==> src/shared/frt_pkg.sv <==
package frt_pkg;
	// Register word byte addresses (each byte register on one aligned word)
	localparam logic [5:0] ADR_COUNT_HIGH = 6'h00;
	localparam logic [5:0] ADR_COUNT_LOW = 6'h04;
	localparam logic [5:0] ADR_SHADOW_HIGH = 6'h08;
	localparam logic [5:0] ADR_SHADOW_LOW = 6'h0c;
	localparam logic [5:0] ADR_CAP1_HIGH = 6'h10;
	localparam logic [5:0] ADR_CAP1_LOW = 6'h14;
	localparam logic [5:0] ADR_CAP2_HIGH = 6'h18;
	localparam logic [5:0] ADR_CAP2_LOW = 6'h1c;
	localparam logic [5:0] ADR_FLAGS = 6'h20;
	localparam logic [5:0] ADR_CTRL_ONE = 6'h24;
	localparam logic [5:0] ADR_CTRL_TWO = 6'h28;
	// control_register_one fields
	localparam int CR1_CAP_IRQ_EN = 7;
	localparam int CR1_WRAP_IRQ_EN = 5;
	localparam int CR1_CAP1_EDGE = 1;
	// control_register_two fields
	localparam int CR2_ONE_PULSE = 4;
	localparam int CR2_PWM = 5;
	localparam int CR2_CLK_SEL_LO = 2;
	localparam int CR2_CAP2_EDGE = 1;
	localparam int CR2_EXT_EDGE = 0;
	// timer_flags_register fields
	localparam int SR_CAP1_FLAG = 7;
	localparam int SR_CAP2_FLAG = 4;
	localparam int SR_WRAP_FLAG = 5;
	// Clock select encodings
	localparam logic [1:0] CLK_DIV2 = 2'h0;
	localparam logic [1:0] CLK_DIV4 = 2'h1;
	localparam logic [1:0] CLK_DIV8 = 2'h2;
	localparam logic [1:0] CLK_EXT = 2'h3;
	// Reset and reload values
	localparam logic [15:0] COUNT_RELOAD = 16'hfffc;
	localparam logic [15:0] COUNT_TOP = 16'hffff;
	localparam logic [7:0] CTRL_RESET = 8'h00;
	localparam logic [15:0] CAP_RESET = 16'h0000;
	localparam logic [2:0] PRESC_RESET = 3'h0;
endpackage

==> src/rtl/free_running_timer_capture.sv <==
// The Wishbone slave port and the register addresses were chosen for this implementation.
`timescale 1ns/1ns
// Behaviour
// - Counter clock is CPU clock over 2, 4, 8 or external input.
// - Counter and shadow view reset to FFFCh; only value ever reloaded.
// - Writing count low or shadow low byte forces counter to FFFCh.
// - High byte read first buffers low byte until low byte read.
// - After a completed sequence a lone low read returns live low byte.
// - Shadow registers mirror count but never clear the wrap flag.
// - Wrap flag sets when counter rolls from FFFFh to 0000h.
// - Wrap interrupt when flag, enable set and CPU mask clear; else pending.
// - Wrap flag clears after flags read while set, then count low access.
// - Counter runs in wait; halts in halt, resumes held count.
// - External clocking chosen when both clock select bits are one.
// - Edge select bit picks rising or falling external count edges.
// - External edges are synchronised; source must be below quarter rate.
// - Each capture channel latches the counter on its pin's active edge.
// - Channel one edge bit in control one, channel two in control two.
// - One capture interrupt enable governs both capture channels.
// - Capture sets channel flag; interrupt when enabled and unmasked.
// - Capture flag clears after flags read while set, then low access.
// - Capture high read blocks that channel until its low byte read.
// - In one pulse or PWM mode only capture channel two operates.
// - Capture pins always feed capture logic, even when driven as outputs.
// - Capture flag appears two to three CPU clocks after pin event.
module free_running_timer_capture (
	input wire logic i_mclk,
	input wire logic i_rst_b,
	input wire logic i_wb_cyc,
	input wire logic i_wb_stb,
	input wire logic i_wb_we,
	input wire logic [5:0] i_wb_adr,
	input wire logic [31:0] i_wb_dat,
	input wire logic [3:0] i_wb_sel,
	output logic [31:0] o_wb_dat,
	output logic o_wb_ack,
	input wire logic i_cpu_irq_mask,
	input wire logic i_halt,
	input wire logic i_ext_count_input,
	input wire logic i_capture_pin_one,
	input wire logic i_capture_pin_two,
	output logic o_irq
);

	// Edge test shared by external clock and both capture pins
	function automatic logic edge_hit(input logic now, input logic was, input logic rising);
		edge_hit = rising ? (now & ~was) : (~now & was);
	endfunction

	logic [15:0] count_reg;
	logic [15:0] count_next;
	logic [2:0] presc_reg;
	logic [7:0] ctrl_one_reg;
	logic [7:0] ctrl_two_reg;
	logic [7:0] low_buf_reg;
	logic buf_armed_reg;
	logic wrap_flag_reg;
	logic wrap_clr_arm_reg;
	logic [15:0] cap1_reg;
	logic [15:0] cap2_reg;
	logic cap1_flag_reg;
	logic cap2_flag_reg;
	logic cap1_clr_arm_reg;
	logic cap2_clr_arm_reg;
	logic cap1_block_reg;
	logic cap2_block_reg;
	logic [2:0] ext_sync_reg;
	logic [2:0] pin1_sync_reg;
	logic [2:0] pin2_sync_reg;
	logic [31:0] rd_data_reg;
	logic ack_reg;
	logic irq_reg;

	// Bus request decode; a request is taken once, answered next edge
	wire take = i_wb_cyc & i_wb_stb & ~ack_reg;
	wire rd = take & ~i_wb_we;
	wire wr = take & i_wb_we & i_wb_sel[0];
	wire hit_cnt_hi = i_wb_adr == frt_pkg::ADR_COUNT_HIGH;
	wire hit_cnt_lo = i_wb_adr == frt_pkg::ADR_COUNT_LOW;
	wire hit_sh_hi = i_wb_adr == frt_pkg::ADR_SHADOW_HIGH;
	wire hit_sh_lo = i_wb_adr == frt_pkg::ADR_SHADOW_LOW;
	wire hit_c1_hi = i_wb_adr == frt_pkg::ADR_CAP1_HIGH;
	wire hit_c1_lo = i_wb_adr == frt_pkg::ADR_CAP1_LOW;
	wire hit_c2_hi = i_wb_adr == frt_pkg::ADR_CAP2_HIGH;
	wire hit_c2_lo = i_wb_adr == frt_pkg::ADR_CAP2_LOW;
	wire hit_flags = i_wb_adr == frt_pkg::ADR_FLAGS;
	wire hit_cr1 = i_wb_adr == frt_pkg::ADR_CTRL_ONE;
	wire hit_cr2 = i_wb_adr == frt_pkg::ADR_CTRL_TWO;

	// Byte-register events seen by the timer logic
	wire rd_high = rd & (hit_cnt_hi | hit_sh_hi);
	wire rd_low = rd & (hit_cnt_lo | hit_sh_lo);
	wire wr_low = wr & (hit_cnt_lo | hit_sh_lo);
	wire cnt_lo_access = take & hit_cnt_lo;
	wire flags_read = rd & hit_flags;
	wire c1_lo_access = take & hit_c1_lo;
	wire c2_lo_access = take & hit_c2_lo;

	// Control fields
	wire [1:0] clk_sel = ctrl_two_reg[frt_pkg::CR2_CLK_SEL_LO +: 2];
	wire wrap_irq_enable = ctrl_one_reg[frt_pkg::CR1_WRAP_IRQ_EN];
	wire capture_irq_enable = ctrl_one_reg[frt_pkg::CR1_CAP_IRQ_EN];
	wire cap1_rising = ctrl_one_reg[frt_pkg::CR1_CAP1_EDGE];
	wire cap2_rising = ctrl_two_reg[frt_pkg::CR2_CAP2_EDGE];
	wire ext_rising = ctrl_two_reg[frt_pkg::CR2_EXT_EDGE];
	wire wave_mode = ctrl_two_reg[frt_pkg::CR2_ONE_PULSE] | ctrl_two_reg[frt_pkg::CR2_PWM];

	// Prescaled tick: all low prescaler bits at one gives /2, /4, /8
	wire tick_div2 = presc_reg[0];
	wire tick_div4 = &presc_reg[1:0];
	wire tick_div8 = &presc_reg;
	// External edge reads only the settled sync stages
	wire ext_edge = edge_hit(ext_sync_reg[1], ext_sync_reg[2], ext_rising);
	wire count_tick = ~i_halt & (
		(clk_sel == frt_pkg::CLK_DIV2) ? tick_div2 :
		(clk_sel == frt_pkg::CLK_DIV4) ? tick_div4 :
		(clk_sel == frt_pkg::CLK_DIV8) ? tick_div8 :
		ext_edge);
	wire wrap_event = count_tick & (count_reg == frt_pkg::COUNT_TOP) & ~wr_low;

	// Counter next value; software reload takes priority over counting
	always_comb begin
		if (wr_low) begin
			count_next = frt_pkg::COUNT_RELOAD;
		end else if (count_tick) begin
			count_next = count_reg + 16'h0001;
		end else begin
			count_next = count_reg;
		end
	end

	// Capture edge detect; pins are never gated by output use
	wire cap1_edge = edge_hit(pin1_sync_reg[1], pin1_sync_reg[2], cap1_rising);
	wire cap2_edge = edge_hit(pin2_sync_reg[1], pin2_sync_reg[2], cap2_rising);
	wire cap1_take = cap1_edge & ~cap1_block_reg & ~wave_mode;
	wire cap2_take = cap2_edge & ~cap2_block_reg;

	// Low byte answer: buffered during a sequence, live otherwise
	wire [7:0] low_view = buf_armed_reg ? low_buf_reg : count_reg[7:0];
	wire [7:0] flags_view = {cap1_flag_reg, 1'b0, wrap_flag_reg, cap2_flag_reg, 4'h0};
	wire [7:0] rd_byte =
		(hit_cnt_hi | hit_sh_hi) ? count_reg[15:8] :
		(hit_cnt_lo | hit_sh_lo) ? low_view :
		hit_c1_hi ? cap1_reg[15:8] :
		hit_c1_lo ? cap1_reg[7:0] :
		hit_c2_hi ? cap2_reg[15:8] :
		hit_c2_lo ? cap2_reg[7:0] :
		hit_flags ? flags_view :
		hit_cr1 ? ctrl_one_reg :
		hit_cr2 ? ctrl_two_reg :
		8'h00;

	// Interrupt request stays pending while mask or enable hold it off
	wire irq_next = ~i_cpu_irq_mask & ((wrap_flag_reg & wrap_irq_enable) |
		((cap1_flag_reg | cap2_flag_reg) & capture_irq_enable));

	// Bus slave: one wait-free answer, ack falls after one cycle
	always_ff @(posedge i_mclk) begin
		if (!i_rst_b) begin
			ack_reg <= 1'b0;
		end else begin
			ack_reg <= take;
		end
	end

	// Read data stands with ack only; unmapped reads and writes give zero
	always_ff @(posedge i_mclk) begin
		if (!i_rst_b) begin
			rd_data_reg <= 32'h0000_0000;
		end else begin
			rd_data_reg <= rd ? {24'h00_0000, rd_byte} : 32'h0000_0000;
		end
	end

	// Control one, written from the low byte lane only
	always_ff @(posedge i_mclk) begin
		if (!i_rst_b) begin
			ctrl_one_reg <= frt_pkg::CTRL_RESET;
		end else if (wr & hit_cr1) begin
			ctrl_one_reg <= i_wb_dat[7:0];
		end
	end

	// Control two; a clock select change acts from the next tick
	always_ff @(posedge i_mclk) begin
		if (!i_rst_b) begin
			ctrl_two_reg <= frt_pkg::CTRL_RESET;
		end else if (wr & hit_cr2) begin
			ctrl_two_reg <= i_wb_dat[7:0];
		end
	end

	// External count pin: two sync flops plus one history stage
	always_ff @(posedge i_mclk) begin
		if (!i_rst_b) begin
			ext_sync_reg <= 3'h0;
		end else begin
			ext_sync_reg <= {ext_sync_reg[1:0], i_ext_count_input};
		end
	end

	// Capture pin one; only the settled stages feed the edge test
	always_ff @(posedge i_mclk) begin
		if (!i_rst_b) begin
			pin1_sync_reg <= 3'h0;
		end else begin
			pin1_sync_reg <= {pin1_sync_reg[1:0], i_capture_pin_one};
		end
	end

	// Capture pin two, same chain
	always_ff @(posedge i_mclk) begin
		if (!i_rst_b) begin
			pin2_sync_reg <= 3'h0;
		end else begin
			pin2_sync_reg <= {pin2_sync_reg[1:0], i_capture_pin_two};
		end
	end

	// Prescaler freezes in halt so counting resumes in place
	always_ff @(posedge i_mclk) begin
		if (!i_rst_b) begin
			presc_reg <= frt_pkg::PRESC_RESET;
		end else if (!i_halt) begin
			presc_reg <= presc_reg + 3'h1;
		end
	end

	// Counter register; its reset value is the reload value
	always_ff @(posedge i_mclk) begin
		if (!i_rst_b) begin
			count_reg <= frt_pkg::COUNT_RELOAD;
		end else begin
			count_reg <= count_next;
		end
	end

	// Low byte snapshot; repeated high reads keep the first one
	always_ff @(posedge i_mclk) begin
		if (!i_rst_b) begin
			low_buf_reg <= 8'h00;
		end else if (rd_high && !buf_armed_reg) begin
			low_buf_reg <= count_reg[7:0];
		end
	end

	// Sequence open from a high read until the next low read
	always_ff @(posedge i_mclk) begin
		if (!i_rst_b) begin
			buf_armed_reg <= 1'b0;
		end else if (rd_high) begin
			buf_armed_reg <= 1'b1;
		end else if (rd_low) begin
			buf_armed_reg <= 1'b0;
		end
	end

	// Wrap flag: a fresh wrap wins over a clear in the same cycle
	always_ff @(posedge i_mclk) begin
		if (!i_rst_b) begin
			wrap_flag_reg <= 1'b0;
		end else if (wrap_event) begin
			wrap_flag_reg <= 1'b1;
		end else if (wrap_clr_arm_reg && cnt_lo_access) begin
			wrap_flag_reg <= 1'b0;
		end
	end

	// First clear step; shadow low accesses never reach it
	always_ff @(posedge i_mclk) begin
		if (!i_rst_b) begin
			wrap_clr_arm_reg <= 1'b0;
		end else if (flags_read && wrap_flag_reg) begin
			wrap_clr_arm_reg <= 1'b1;
		end else if (cnt_lo_access) begin
			wrap_clr_arm_reg <= 1'b0;
		end
	end

	// Capture one value; a blocked channel keeps its last capture
	always_ff @(posedge i_mclk) begin
		if (!i_rst_b) begin
			cap1_reg <= frt_pkg::CAP_RESET;
		end else if (cap1_take) begin
			cap1_reg <= count_reg;
		end
	end

	// Capture one flag; a new capture wins over a clear
	always_ff @(posedge i_mclk) begin
		if (!i_rst_b) begin
			cap1_flag_reg <= 1'b0;
		end else if (cap1_take) begin
			cap1_flag_reg <= 1'b1;
		end else if (cap1_clr_arm_reg && c1_lo_access) begin
			cap1_flag_reg <= 1'b0;
		end
	end

	// Capture one clear step, armed by a flags read
	always_ff @(posedge i_mclk) begin
		if (!i_rst_b) begin
			cap1_clr_arm_reg <= 1'b0;
		end else if (flags_read && cap1_flag_reg) begin
			cap1_clr_arm_reg <= 1'b1;
		end else if (c1_lo_access) begin
			cap1_clr_arm_reg <= 1'b0;
		end
	end

	// High read blocks channel one so the byte pair is not torn
	always_ff @(posedge i_mclk) begin
		if (!i_rst_b) begin
			cap1_block_reg <= 1'b0;
		end else if (rd & hit_c1_hi) begin
			cap1_block_reg <= 1'b1;
		end else if (rd & hit_c1_lo) begin
			cap1_block_reg <= 1'b0;
		end
	end

	// Capture two value; this channel runs in every mode
	always_ff @(posedge i_mclk) begin
		if (!i_rst_b) begin
			cap2_reg <= frt_pkg::CAP_RESET;
		end else if (cap2_take) begin
			cap2_reg <= count_reg;
		end
	end

	// Capture two flag; a new capture wins over a clear
	always_ff @(posedge i_mclk) begin
		if (!i_rst_b) begin
			cap2_flag_reg <= 1'b0;
		end else if (cap2_take) begin
			cap2_flag_reg <= 1'b1;
		end else if (cap2_clr_arm_reg && c2_lo_access) begin
			cap2_flag_reg <= 1'b0;
		end
	end

	// Capture two clear step, armed by a flags read
	always_ff @(posedge i_mclk) begin
		if (!i_rst_b) begin
			cap2_clr_arm_reg <= 1'b0;
		end else if (flags_read && cap2_flag_reg) begin
			cap2_clr_arm_reg <= 1'b1;
		end else if (c2_lo_access) begin
			cap2_clr_arm_reg <= 1'b0;
		end
	end

	// High read blocks channel two until its low byte is read
	always_ff @(posedge i_mclk) begin
		if (!i_rst_b) begin
			cap2_block_reg <= 1'b0;
		end else if (rd & hit_c2_hi) begin
			cap2_block_reg <= 1'b1;
		end else if (rd & hit_c2_lo) begin
			cap2_block_reg <= 1'b0;
		end
	end

	// Registered interrupt so the output comes from a flop
	always_ff @(posedge i_mclk) begin
		if (!i_rst_b) begin
			irq_reg <= 1'b0;
		end else begin
			irq_reg <= irq_next;
		end
	end

	assign o_wb_ack = ack_reg;
	assign o_wb_dat = rd_data_reg;
	assign o_irq = irq_reg;

endmodule

==> config.mk <==
export PLATFORM = sky130hd
export DESIGN_NAME = free_running_timer_capture
export DESIGN_NICKNAME = d
export VERILOG_FILES = /design/src/shared/frt_pkg.sv /design/src/rtl/free_running_timer_capture.sv
export SDC_FILE = /design/constraint.sdc
export NUM_CORES = 1
export LEC_CHECK = 0
export ABC_AREA = 1
export BUFFER_PORTS_ARGS = -buffer_cell sky130_fd_sc_hd__buf_4
export CAP_MARGIN = 20
export CORE_MARGIN = 2
export CORE_UTILIZATION = 39
export CTS_CLUSTER_DIAMETER = 60
export DETAILED_ROUTE_END_ITERATION = 7
export PLACE_DENSITY = 0.64
export SYNTH_ARGS = -nofsm -noshare
export SYNTH_HDL_FRONTEND = slang
export SYNTH_SLANG_ARGS = --single-unit
==> constraint.sdc <==
create_clock -name i_mclk -period 1.7 [get_ports i_mclk]
set_input_delay 0.085 -clock i_mclk [delete_from_list [all_inputs] [get_ports i_mclk]]
set_output_delay 0.085 -clock i_mclk [all_outputs]
set_load 0.05 [all_outputs]
# --- Word level (Yosys, flattened, before mapping) ---
# Cells that the tools add are included.
word_totals:
  output_inout_bits: 34
  wordCells: 148
  ff_bits: 127
  input_bits: 52
op_classes:
  reduce_logical: 23
  add_sub_neg: 2
  bitwise: 53
  n_eq_ne: 13
  n_mux: 34
op_table:
  columns: ["cell", "count"]
  rows:
  - ["$mux 8", 10]
  - ["$and 1x1->1", 33]
  - ["$eq 6x5->1 const B", 4]
  - ["$mux 1", 24]
  - ["$eq 6x6->1 const B", 3]
  - ["$reduce_bool 2->1", 9]
  - ["$add 16x1->16 const B", 1]
  - ["$eq 16x16->1 const B", 1]
  - ["$not 1->1", 15]
  - ["$eq 6x4->1 const B", 2]
  - ["$logic_and 1x1->1", 7]
  - ["$eq 6x3->1 const B", 1]
  - ["$logic_not 6->1", 1]
  - ["$or 1x1->1", 5]
  - ["$reduce_and 2->1", 2]
  - ["$add 3x1->3 const B", 1]
  - ["$reduce_and 3->1", 1]
  - ["$eq 2x1->1 const B", 1]
  - ["$eq 2x2->1 const B", 1]
  - ["$logic_not 2->1", 1]
  - ["$reduce_or 2->1", 1]
  - ["$logic_not 1->1", 1]

# --- Logic depth before layout (Yosys ltp) ---
# Gate-level depths: netlist of run 1.
depth:
  ltp_word: 10
  ltp_mapped: 10
  ltp_nobuf: 10

# --- Worst setup path after synthesis of run 1 ---
# OpenSTA, ideal clock, no wires.
synth_path:
  path_kind: "flip-flop to flip-flop"
  startpoint: "reg ack_reg (netlist: o_wb_ack)"
  endpoint: "reg low_buf_reg[1]"
  setup_time_ns: 0.121
  path_buffers: 1
  arrival_time_ns: 1.465
  period_less_slack_ns: 1.586
  t_required_ns: 1.579
  stages_incl_launch_ff: 9
  setup_slack_ns: 0.114
  path_cell_list: "dfxtp_1 -> nor2_4 -> inv_2 -> or2_0 -> buf_6 -> nor2_8 -> nand2_4 -> nor2_1 -> a211oi_2"
synth_via:
  elab_chain_cells: 5
synth_lines:
  columns: ["item", "line_no", "rtl"]
  rows:
  - ["start: declaration", "free_running_timer_capture.sv:71", "logic ack_reg;"]
  - ["start signal: assignment", "free_running_timer_capture.sv:162", "ack_reg <= take;"]
  - ["$not 1->1", "free_running_timer_capture.sv:75", "wire take = i_wb_cyc & i_wb_stb & ~ack_reg;"]
  - ["$and 1x1->1", "free_running_timer_capture.sv:75", null]
  - ["$and 1x1->1", "free_running_timer_capture.sv:76", "wire rd = take & ~i_wb_we;"]
  - ["$and 1x1->1", "free_running_timer_capture.sv:91", "wire rd_high = rd & (hit_cnt_hi | hit_sh_hi);"]
  - ["$logic_and 1x1->1", "free_running_timer_capture.sv:242", "end else if (rd_high && !buf_armed_reg) begin"]
  - ["end signal: assignment", "free_running_timer_capture.sv:243", "low_buf_reg <= count_reg[7:0];"]
  - ["end: declaration", "free_running_timer_capture.sv:55", "logic [7:0] low_buf_reg;"]
# Every way passes these cells.
# A chain may end at the register's enable or synchronous reset.

# --- Worst setup path after layout of run 1 ---
layout_path:
  startpoint: "reg presc_reg[0]"
  endpoint: "reg count_reg[4]"
layout_via:
  elab_chain_cells: 5
  word_cells_on_any_way: 6
  classes_between: "3 x mux; 1 x bitwise; 2 x reduce/logical"
layout_lines:
  columns: ["item", "line_no", "rtl"]
  rows:
  - ["start: declaration", "free_running_timer_capture.sv:52", "logic [2:0] presc_reg;"]
  - ["start signal: assignment", "free_running_timer_capture.sv:223", "presc_reg <= frt_pkg::PRESC_RESET;"]
  - ["start signal: assignment", "free_running_timer_capture.sv:225", "presc_reg <= presc_reg + 3'h1;"]
  - ["$reduce_and 3->1", "free_running_timer_capture.sv:111", "wire tick_div8 = &presc_reg;"]
  - ["$mux 1", "free_running_timer_capture.sv:117", "(clk_sel == frt_pkg::CLK_DIV8) ? tick_div8 :"]
  - ["$mux 1", "free_running_timer_capture.sv:116", "(clk_sel == frt_pkg::CLK_DIV4) ? tick_div4 :"]
  - ["$mux 1 (*)", "free_running_timer_capture.sv:115", "(clk_sel == frt_pkg::CLK_DIV2) ? tick_div2 :"]
  - ["$and 1x1->1 (*)", "free_running_timer_capture.sv:114", "wire count_tick = ~i_halt & ("]
  - ["end signal: assignment", "free_running_timer_capture.sv:232", "count_reg <= frt_pkg::COUNT_RELOAD;"]
  - ["end signal: assignment", "free_running_timer_capture.sv:234", "count_reg <= count_next;"]
  - ["end: declaration", "free_running_timer_capture.sv:50", "logic [15:0] count_reg;"]
# Every way passes the cells marked *; elsewhere a longest branch is shown, timed or not.

==> reports/qor.txt, run 1 <==
Vias in the first global route: 4,351
Post-route DRC: 0
CTS tree: done
Routed wl met3: 758 um
Drt total wl: 12,850 um
Die width: 115.8 um
Gr ovfl total: 0
Rows: 40
Commonest non-fill, non-tap cell in the layout: nand2_1
Commonest non-fill, non-tap cells in the layout: 105 x nand2_1, 102 x dfxtp_1, 79 x nor2_1
Critical Path AT: 1.80 ns
Async SR Flop Fraction: 0%
Clock Path Buffers: 2
Post-Syn Area: 4876 um^2
Post-synth top area cell: dfxtp_1
RSZ-0062 raised after global routing: no
GPL Wtd Cong: 0.9011
Maximum vdd ir drop: 0.0004061 V
Drt pass-1 iters: 5
Post-synthesis sequential area ratio: 42.29%
Synth Flop Type: dfxtp_1
Final min period: 1.572 ns
Count of different cell masters after synthesis: 36
Flop pwr share: 49.7%
Lkg Pwr: 2.521 nW
Starting DRT DRC Count: 394
Design area: 5809 um^2
Final period util: 92.44%
Clk root buf: clkbuf_16
Worst setup path startpoint: presc_reg[0]
Htree depth: 3
PwrDens: 875.9 nW/um^2
Worst skew pair latency: 0.35 ns
Wire length on met1: 5724 um
Average wire per standard cell: 14.02 um
Status: finished, final reports clean
WL met2: 6114 um
CP Class: flip-flop to flip-flop
Final ANT Viol Nets: 0
Final Max Slew Viols: 0
Worst-margin pin slew: 0.5503 ns
Die area: 13,410 um^2
Final Skew: 0.009744 ns
Max FO, Critical Path: 7
Port buffer count: 34
Worst slew margin: 63.31%
Via count: 4,518
Fillcell total: 1,228
Syn Inst Count: 675
I/O pin cnt: 86
Vias per cell: 4.932
EDFF count, synth: 0
Critical Path Sink Type: flip-flop
Top Metal Used: met4
Placed Cells: 889
Layout cells sized above 1: 15.24%
Worst endpoint required time: 1.92 ns
Synth Area per Inst: 7.224 um^2
Ys Warns: 0
Area grow syn2layout: 19.14%
Gate power share: 11.6%
TritonCTS Buffers: 9
Clock sink count: 103
Clock power frac: 38.7%
Sw Ratio: 27.37%
Max-Cap Viols: 0
Top post-synthesis cells by area: dfxtp_1 42%, nand2_1 8.2%, o21ai_0 7.3%
FMAX: 0.6363 GHz
Crit Reg-Reg Startpoint: presc_reg[0]
Non-filler cells, final: 916
# setup viols final: 0
CORE AREA: 12,110 um^2
Layout net count: 799
Min-delay src: i_halt
First-pass GRT wire length: 21,250 um
Initial antenna violation count: 0
R2R Setup Slk: 0.13 ns
Post-synth top area share: 42.29%
Yosys reg bits: 103
Die Y: 115.8 um
Cell-internal power: 3.696 mW
Antenna cells: 0
Initial core utilization: 40.26%
Post-detail-place hpwl: 9465 um
Dpl cell area: 5399 um^2
Global Route Usage Sum: 20.41%
Clock transition at path regs: 0.07 ns
Worst min path class: primary input to flip-flop
P_sw: 1.392 mW
Hold Fails Final Rpt: 0
Largest net degree at the start of global routing: 64
Critical Path Source Type: flip-flop
cells in the mapped netlist (all sizes together), types with 11 or more instances:
master  instances
nand2         107
dfxtp         103
nor2           93
inv            84
o21ai          73
a21oi          56
nand3          44
buf            35
nand4          14
o211ai         14
clkbuf         13
nor3           12
xor2           11
layer usage:
metal,vias up,GRT usage (%)
li1,2285,-
met1,2075,26.58
met2,136,33.37
met3,22,4.603
met4,0,7.302
met5,-,0
critical path: stages (launching register included):
cell and delay [ns]:
dfxtp_2 0.33, ha_2 0.19, ha_1 0.19, a21oi_1 0.12, o21ai_1 0.09, nand2_2 0.16
inv_2 0.08, buf_4 0.16, nand2_1 0.05, o211ai_1 0.07
through the flow:
step	util (%)	hold slack (ns)	setup slack, ns	setup TNS (ns)	power, mW
floorplan	-	0.1635	0.1140	0	3.003
finish	47.96	0.009709	0.1285	0	5.088
detailed placement	44.58	0.2727	-0.04730	-0.2928	3.140
CTS	47.76	0.005596	0.01604	0	5.095
global placement	44.58	0.2660	0.02085	0	3.126
global route	47.96	0.02204	0.0009943	0	5.295
area by class of cell:
cell class	instances	area, um^2	share of cell area (%)
multi-input cells	463	2290	39.41
clock inverters	5	33.78	0.5815
flip-flops and latches	103	2063	35.52
clock buffers	10	239.0	4.114
inverters	84	315.3	5.428
repair buffers	83	658.1	11.33
well taps	168	210.2	3.618
worst paths after layout:
check	to	cells past startpoint
min	presc_reg[2]	3
max	count_reg[4]	9
max reg2reg	count_reg[4]	9
min reg2reg	ext_sync_reg[1]	2
power by group through the flow:
| stage | Combinational [mW] | Sequential [mW] | Clock [mW] |
|---|---|---|---|
| final | 0.590 | 2.53 | 1.97 |
| after global routing | 0.648 | 2.54 | 2.11 |
| after CTS | 0.580 | 2.53 | 1.99 |
| after detailed placement | 0.557 | 2.58 | 0 |
| after global placement | 0.545 | 2.58 | 0 |
| after floorplan | 0.430 | 2.57 | 0 |
cell families after synthesis:
| group | Yosys count | synth area share, % |
|---|---|---|
| DFF | 103 | 42.29 |
| xor gates and xnor gates | 12 | 2.155 |
| and+or+nand+nor | 275 | 25.53 |
| buffers and inverters | 132 | 12.75 |
| AOI/OAI and AO/OA | 149 | 16.42 |
| other | 1 | 0.07691 |
| adders and majority gates | 3 | 0.7699 |
what timing repair did:
action / in CTS / in global routing
endpoints found under the hold margin: 17 / 0
pin swaps: 0 / 2
gates resized for setup: 1 / 8
hold buffers: 11 / 0
setup endpoints to repair: 11 / 17
setup buffers: 0 / 1
Power figures use the tool's default switching activity.
==> run 2: changes to the inputs <==
--- a/config.mk
+++ b/config.mk
@@ -8,11 +8,10 @@
 export ABC_AREA = 1
 export BUFFER_PORTS_ARGS = -buffer_cell sky130_fd_sc_hd__buf_4
 export CAP_MARGIN = 20
-export CORE_MARGIN = 2
 export CORE_UTILIZATION = 39
 export CTS_CLUSTER_DIAMETER = 60
 export DETAILED_ROUTE_END_ITERATION = 7
-export PLACE_DENSITY = 0.64
+export PLACE_DENSITY = 0.62
 export SYNTH_ARGS = -nofsm -noshare
 export SYNTH_HDL_FRONTEND = slang
 export SYNTH_SLANG_ARGS = --single-unit
==> constraint.sdc (replaced) <==
create_clock -name i_mclk -period 2 [get_ports i_mclk]
set_input_delay 0.1 -clock i_mclk [delete_from_list [all_inputs] [get_ports i_mclk]]
set_output_delay 0.1 -clock i_mclk [all_outputs]
set_load 0.05 [all_outputs]
==> reports/qor.txt, run 2 (synthesis results as in run 1) <==
Fillcell total: 1,228 (unchanged)
Worst-path cell chain: ha_1, ha_1, a21oi_1, o21ai_0, nand2_1, inv_1, buf_4, nand2_1, o211ai_1
Final Max Slew Viols: 0 (unchanged)
GPL Wtd Cong: 0.8906 (-1.2%)
Worst skew pair latency: 0.34 ns (about the same)
Rows: 40 (unchanged)
Drt total wl: 12,560 um (-2.3%)
Average wire per standard cell: 14.04 um (+0.14%)
Final min period: 1.822 ns (+0.2502 ns)
Multi-input logic area: 2283 um^2 (-0.27%)
Clk root buf: clkbuf_16
Lkg Pwr: 2.431 nW (-3.6%)
Max FO, Critical Path: 9 (+2)
Commonest non-fill, non-tap cells in the layout: 106 x nand2_1, 103 x dfxtp_1, 80 x nor2_1
Clock Path Buffers: 2 (unchanged)
Placed Cells: 869 (-2.2%)
Drt pass-1 iters: 5 (unchanged)
Critical Path Source Type: flip-flop
Critical Path Sink Type: flip-flop
Worst Path Buf+Inv: 2 (unchanged)
Initial antenna violation count: 0 (unchanged)
Critical Path Max Stage Delay: 0.34 ns (about the same)
TritonCTS Buffers: 9 (unchanged)
Final ANT Viol Nets: 0 (unchanged)
Clock transition at path regs: 0.07 ns (about the same)
Final Skew: 0.006032 ns (-0.003712 ns)
Maximum vdd ir drop: 0.0003635 V (-10%)
Port buffer count: 34 (unchanged)
Fin Setup TNS: 0 ns (unchanged)
Commonest non-fill, non-tap cell in the layout: nand2_1
Area grow syn2layout: 15.88%
Via count: 4,439 (-1.7%)
Non-filler cells, final: 894 (-2.4%)
Layout net count: 776 (-2.9%)
Vias per cell: 4.965 (+0.67%)
Post-detail-place hpwl: 9267 um (-2.1%)
Die Y: 113.8 um (-1.7%)
Post-route DRC: 0 (unchanged)
Layout cells sized above 1: 12.12% (-3.1 points)
I/O pin cnt: 86 (unchanged)
Vias in the first global route: 4,225 (-2.9%)
Clock sink count: 103 (unchanged)
Gr ovfl total: 0 (unchanged)
Top Family by Delay on Critical Path: adder cells
Min-delay src: i_wb_dat[7]
Worst-margin pin slew: 0.5588 ns (+0.008488 ns)
Die width: 113.8 um (-1.7%)
Largest net degree at the start of global routing: 64 (unchanged)
Global Route Usage Sum: 20.31% (-0.099 points)
Max-Cap Viols: 0 (unchanged)
CTS tree: done
Final period util: 91.08% (-1.4 points)
Storage element area: 2062 um^2 (about the same)
Crit Reg-Reg Startpoint: presc_reg[0]
PwrDens: 781.3 nW/um^2 (-11%)
CP Class: flip-flop to flip-flop
First-pass GRT wire length: 20,520 um (-3.4%)
CORE AREA: 12,110 um^2 (unchanged)
Hold Fails Final Rpt: 0 (unchanged)
Critical Path AT: 2.03 ns (+0.23 ns)
Worst endpoint required time: 2.20 ns (+0.28 ns)
Starting DRT DRC Count: 281 (-29%)
Worst setup path startpoint: presc_reg[0]
Worst min path class: primary input to flip-flop
Pwr Total: 4.415 mW (-13%)
R2R Setup Slk: 0.18 ns (+0.05 ns)
RSZ-0062 raised after global routing: no
Initial core utilization: 40.26% (unchanged)
CP max-delay cell: dfxtp_1
Worst slew margin: 62.66% (-0.66 points)
Htree depth: 3 (unchanged)
FMAX: 0.5489 GHz (-14%)
# setup viols final: 0 (unchanged)
Die area: 12,950 um^2 (-3.4%)
Status: finished, final reports clean
Antenna cells: 0 (unchanged)
run 2: final cells by class:
cell class	instances	share of cell area, %
clock inverters	6	1.196
multi-input cells	463	40.41
clock buffers	10	4.229
repair buffers	60	8.370
flip-flops and latches	103	36.49
inverters	84	5.580
well taps	168	3.720
run 2: power by group:
group	internal [mW]	total, mW	switching [mW]	leakage, nW
Combinational	0.141	0.474	0.333	1.45
Clock	1.01	1.79	0.782	0.145
Sequential	2.11	2.15	0.0433	0.837
Total	3.26	4.41	1.16	2.43
run 2: what timing repair did:
item | CTS | global route
gates resized for setup | 0 | 1
setup endpoints to repair | 0 | 1
hold buffers | 9 | 0
endpoints found under the hold margin | 11 | 0
buffers inserted | 0 | 0
run 2: worst paths after layout:
check,endpoint,depth (start not counted)
max reg2reg,count_reg[10],9
max,count_reg[10],9
min,ctrl_two_reg[7],3
min reg2reg,pin1_sync_reg[1],2
run 2: worst reg2reg max path, delay by kind of cell, from the launching register on:
family	cells	cell delay, ns
fa+ha+maj	2	0.40
buf+inv	2	0.39
flops	1	0.34
compound gates	3	0.30
simple gates	2	0.26
run 2: through the flow:
step                worst slack, ns  utilization, %  instance area, um^2  hold slack (ns)
floorplan                    0.4140               -                 4962           0.1785
global placement             0.2380           43.34                 5249           0.2799
detailed placement           0.1366           43.34                 5249           0.2849
CTS                          0.1138           46.61                 5645        0.0006094
global route                0.03642           46.65                 5650         0.007247
finish                       0.1783           46.65                 5650         0.002698
run 2: per-layer routing:
layer,GRT usage [%],wire (um),share of wire (%)
met1,26.19,5740,46
met2,34.76,5953,47
met3,2.869,593,4.7
met5,0,0,0
met4,7.100,268,2.1
==> run 3: changes to the inputs <==
==> constraint.sdc (replaced) <==
create_clock -name i_mclk -period 2 [get_ports i_mclk]
set_input_delay 0.4 -clock i_mclk [delete_from_list [all_inputs] [get_ports i_mclk]]
set_output_delay 0.4 -clock i_mclk [all_outputs]
set_load 0.05 [all_outputs]
==> reports/qor.txt, run 3 (synthesis results as in run 1) <==
Status: finished, final reports clean
CORE AREA: 12,110 um^2 (unchanged)
CTS Hold Bufs: 0 (-9)
Drt total wl: 12,520 um (-0.32%)
Post-route DRC: 0 (unchanged)
Clock sink count: 103 (unchanged)
Final min period: 1.838 ns (+0.01669 ns)
RSZ-0062 raised after global routing: no
Average wire per standard cell: 14.03 um (about the same)
CP Class: flip-flop to flip-flop
Final Skew: 0.01054 ns (+0.004507 ns)
Clk root buf: clkbuf_16
Worst-margin pin slew: 0.5785 ns (+0.01968 ns)
Worst skew pair latency: 0.35 ns (about the same)
Lkg Pwr: 2.435 nW (+0.16%)
I/O pin cnt: 86 (unchanged)
Largest net degree at the start of global routing: 64 (unchanged)
Critical Path Sink Type: flip-flop
R2R Setup Slk: 0.16 ns (-0.02 ns)
Worst min path class: primary input to flip-flop
Die width: 113.8 um (unchanged)
GPL Wtd Cong: 0.8443 (-5.2%)
Commonest non-fill, non-tap cell in the layout: nand2_1
Initial core utilization: 40.26% (unchanged)
Critical Path AT: 2.06 ns (+0.03 ns)
Hold Slack: 0.2224 ns (+0.2197 ns)
Layout cells sized above 1: 13.12% (+1.0 points)
Worst endpoint required time: 2.23 ns (+0.03 ns)
Final Max Slew Viols: 0 (unchanged)
Port buffer count: 34 (unchanged)
Htree depth: 3 (unchanged)
Global Route Usage Sum: 20.86% (+0.56 points)
Critical Path Source Type: flip-flop
PwrDens: 786.9 nW/um^2 (+0.71%)
Maximum vdd ir drop: 0.0003320 V (-8.7%)
Hold Fails Final Rpt: 0 (unchanged)
Die area: 12,950 um^2 (unchanged)
Max-Cap Viols: 0 (unchanged)
Resized Gates After CTS: 0 (unchanged)
TritonCTS Buffers: 9 (unchanged)
Via count: 4,475 (+0.81%)
Initial antenna violation count: 0 (unchanged)
Max FO, Critical Path: 11 (+2)
Fin Setup TNS: 0 ns (unchanged)
FMAX: 0.5440 GHz (-0.91%)
Worst slew margin: 61.43% (-1.2 points)
Post-detail-place hpwl: 9349 um (+0.89%)
Layout net count: 775 (-0.13%)
Area grow syn2layout: 15.19%
CTS tree: done
Vias per cell: 5.017 (+1.0%)
Fillcell total: 1,236 (+0.65%)
Setup Buffers After CTS: 0 (unchanged)
Rows: 40 (unchanged)
Antenna cells: 0 (unchanged)
Vias in the first global route: 4,187 (-0.90%)
First-pass GRT wire length: 21,010 um (+2.4%)
Final ANT Viol Nets: 0 (unchanged)
Gr ovfl total: 0 (unchanged)
Die Y: 113.8 um (unchanged)
# setup viols final: 0 (unchanged)
Final period util: 91.92% (+0.83 points)
Drt pass-1 iters: 5 (unchanged)
Clock transition at path regs: 0.07 ns (about the same)
Clock Path Buffers: 2 (unchanged)
Starting DRT DRC Count: 311 (+11%)
Commonest non-fill, non-tap cells in the layout: 106 x nand2_1, 103 x dfxtp_1, 80 x nor2_1
-- run 3: cell count changes in the layout (fill, tap and decap cells not counted), sizes merged --
cell | before | now
dlygate4sd3 | 9 | 0
buf | 51 | 59
inv | 85 | 84
clkinvlp | 2 | 1
clkbuf | 10 | 11
-- run 3: critical path, cell delays in order, from the launching register on --
cell and delay, ns:
dfxtp_1 0.34, ha_1 0.23, ha_1 0.18, a21oi_1 0.13
o21ai_0 0.10, nand2_1 0.26, inv_1 0.12, buf_4 0.19
nand2_1 0.08, o211ai_1 0.08
-- run 3: cell type report --
| class | count | area [um^2] | area share, % |
|---|---|---|---|
| Sequential cell | 103 | 2062 | 36.71 |
| Multi-Input combinational cell | 463 | 2278 | 40.57 |
| Clock inverter | 4 | 55.05 | 0.9802 |
| Inverter | 84 | 315.3 | 5.614 |
| Tap cell | 168 | 210.2 | 3.742 |
| Clock buffer | 11 | 252.7 | 4.500 |
| Timing Repair Buffer | 59 | 442.9 | 7.886 |
-- run 3: routing by layer --
layer	track usage (%)	up-vias	routed length [um]
li1	-	2240	-
met1	27.44	2107	5783
met2	34.43	112	5945
met3	2.497	16	513
met4	9.351	0	273
met5	0	-	0
-- run 3: stage by stage --
step	cells	cell area, um^2	utilization (%)	setup WS, ns	total power [mW]
floorplan	698	4962	-	0.4140	2.553
global placement	877	5309	43.83	0.1396	2.640
detailed placement	877	5309	43.83	0.1317	2.652
CTS	892	5617	46.37	0.1783	4.440
global route	892	5617	46.37	0.01952	4.576
finish	892	5617	46.37	0.1616	4.420
-- run 3: report_power, final --
group | internal [mW] | switching, mW | total, mW
Sequential | 2.11 | 0.0448 | 2.15
Combinational | 0.131 | 0.327 | 0.458
Clock | 1.04 | 0.774 | 1.81
Total | 3.27 | 1.15 | 4.42
-- run 3: worst paths after layout --
check / start / cells past startpoint / to
hold reg to reg: pin1_sync_reg[0] / 2 / pin1_sync_reg[1]
setup / recovery: presc_reg[0] / 9 / count_reg[10]
hold / removal: i_cpu_irq_mask / 2 / o_irq
setup reg to reg: presc_reg[0] / 9 / count_reg[10]
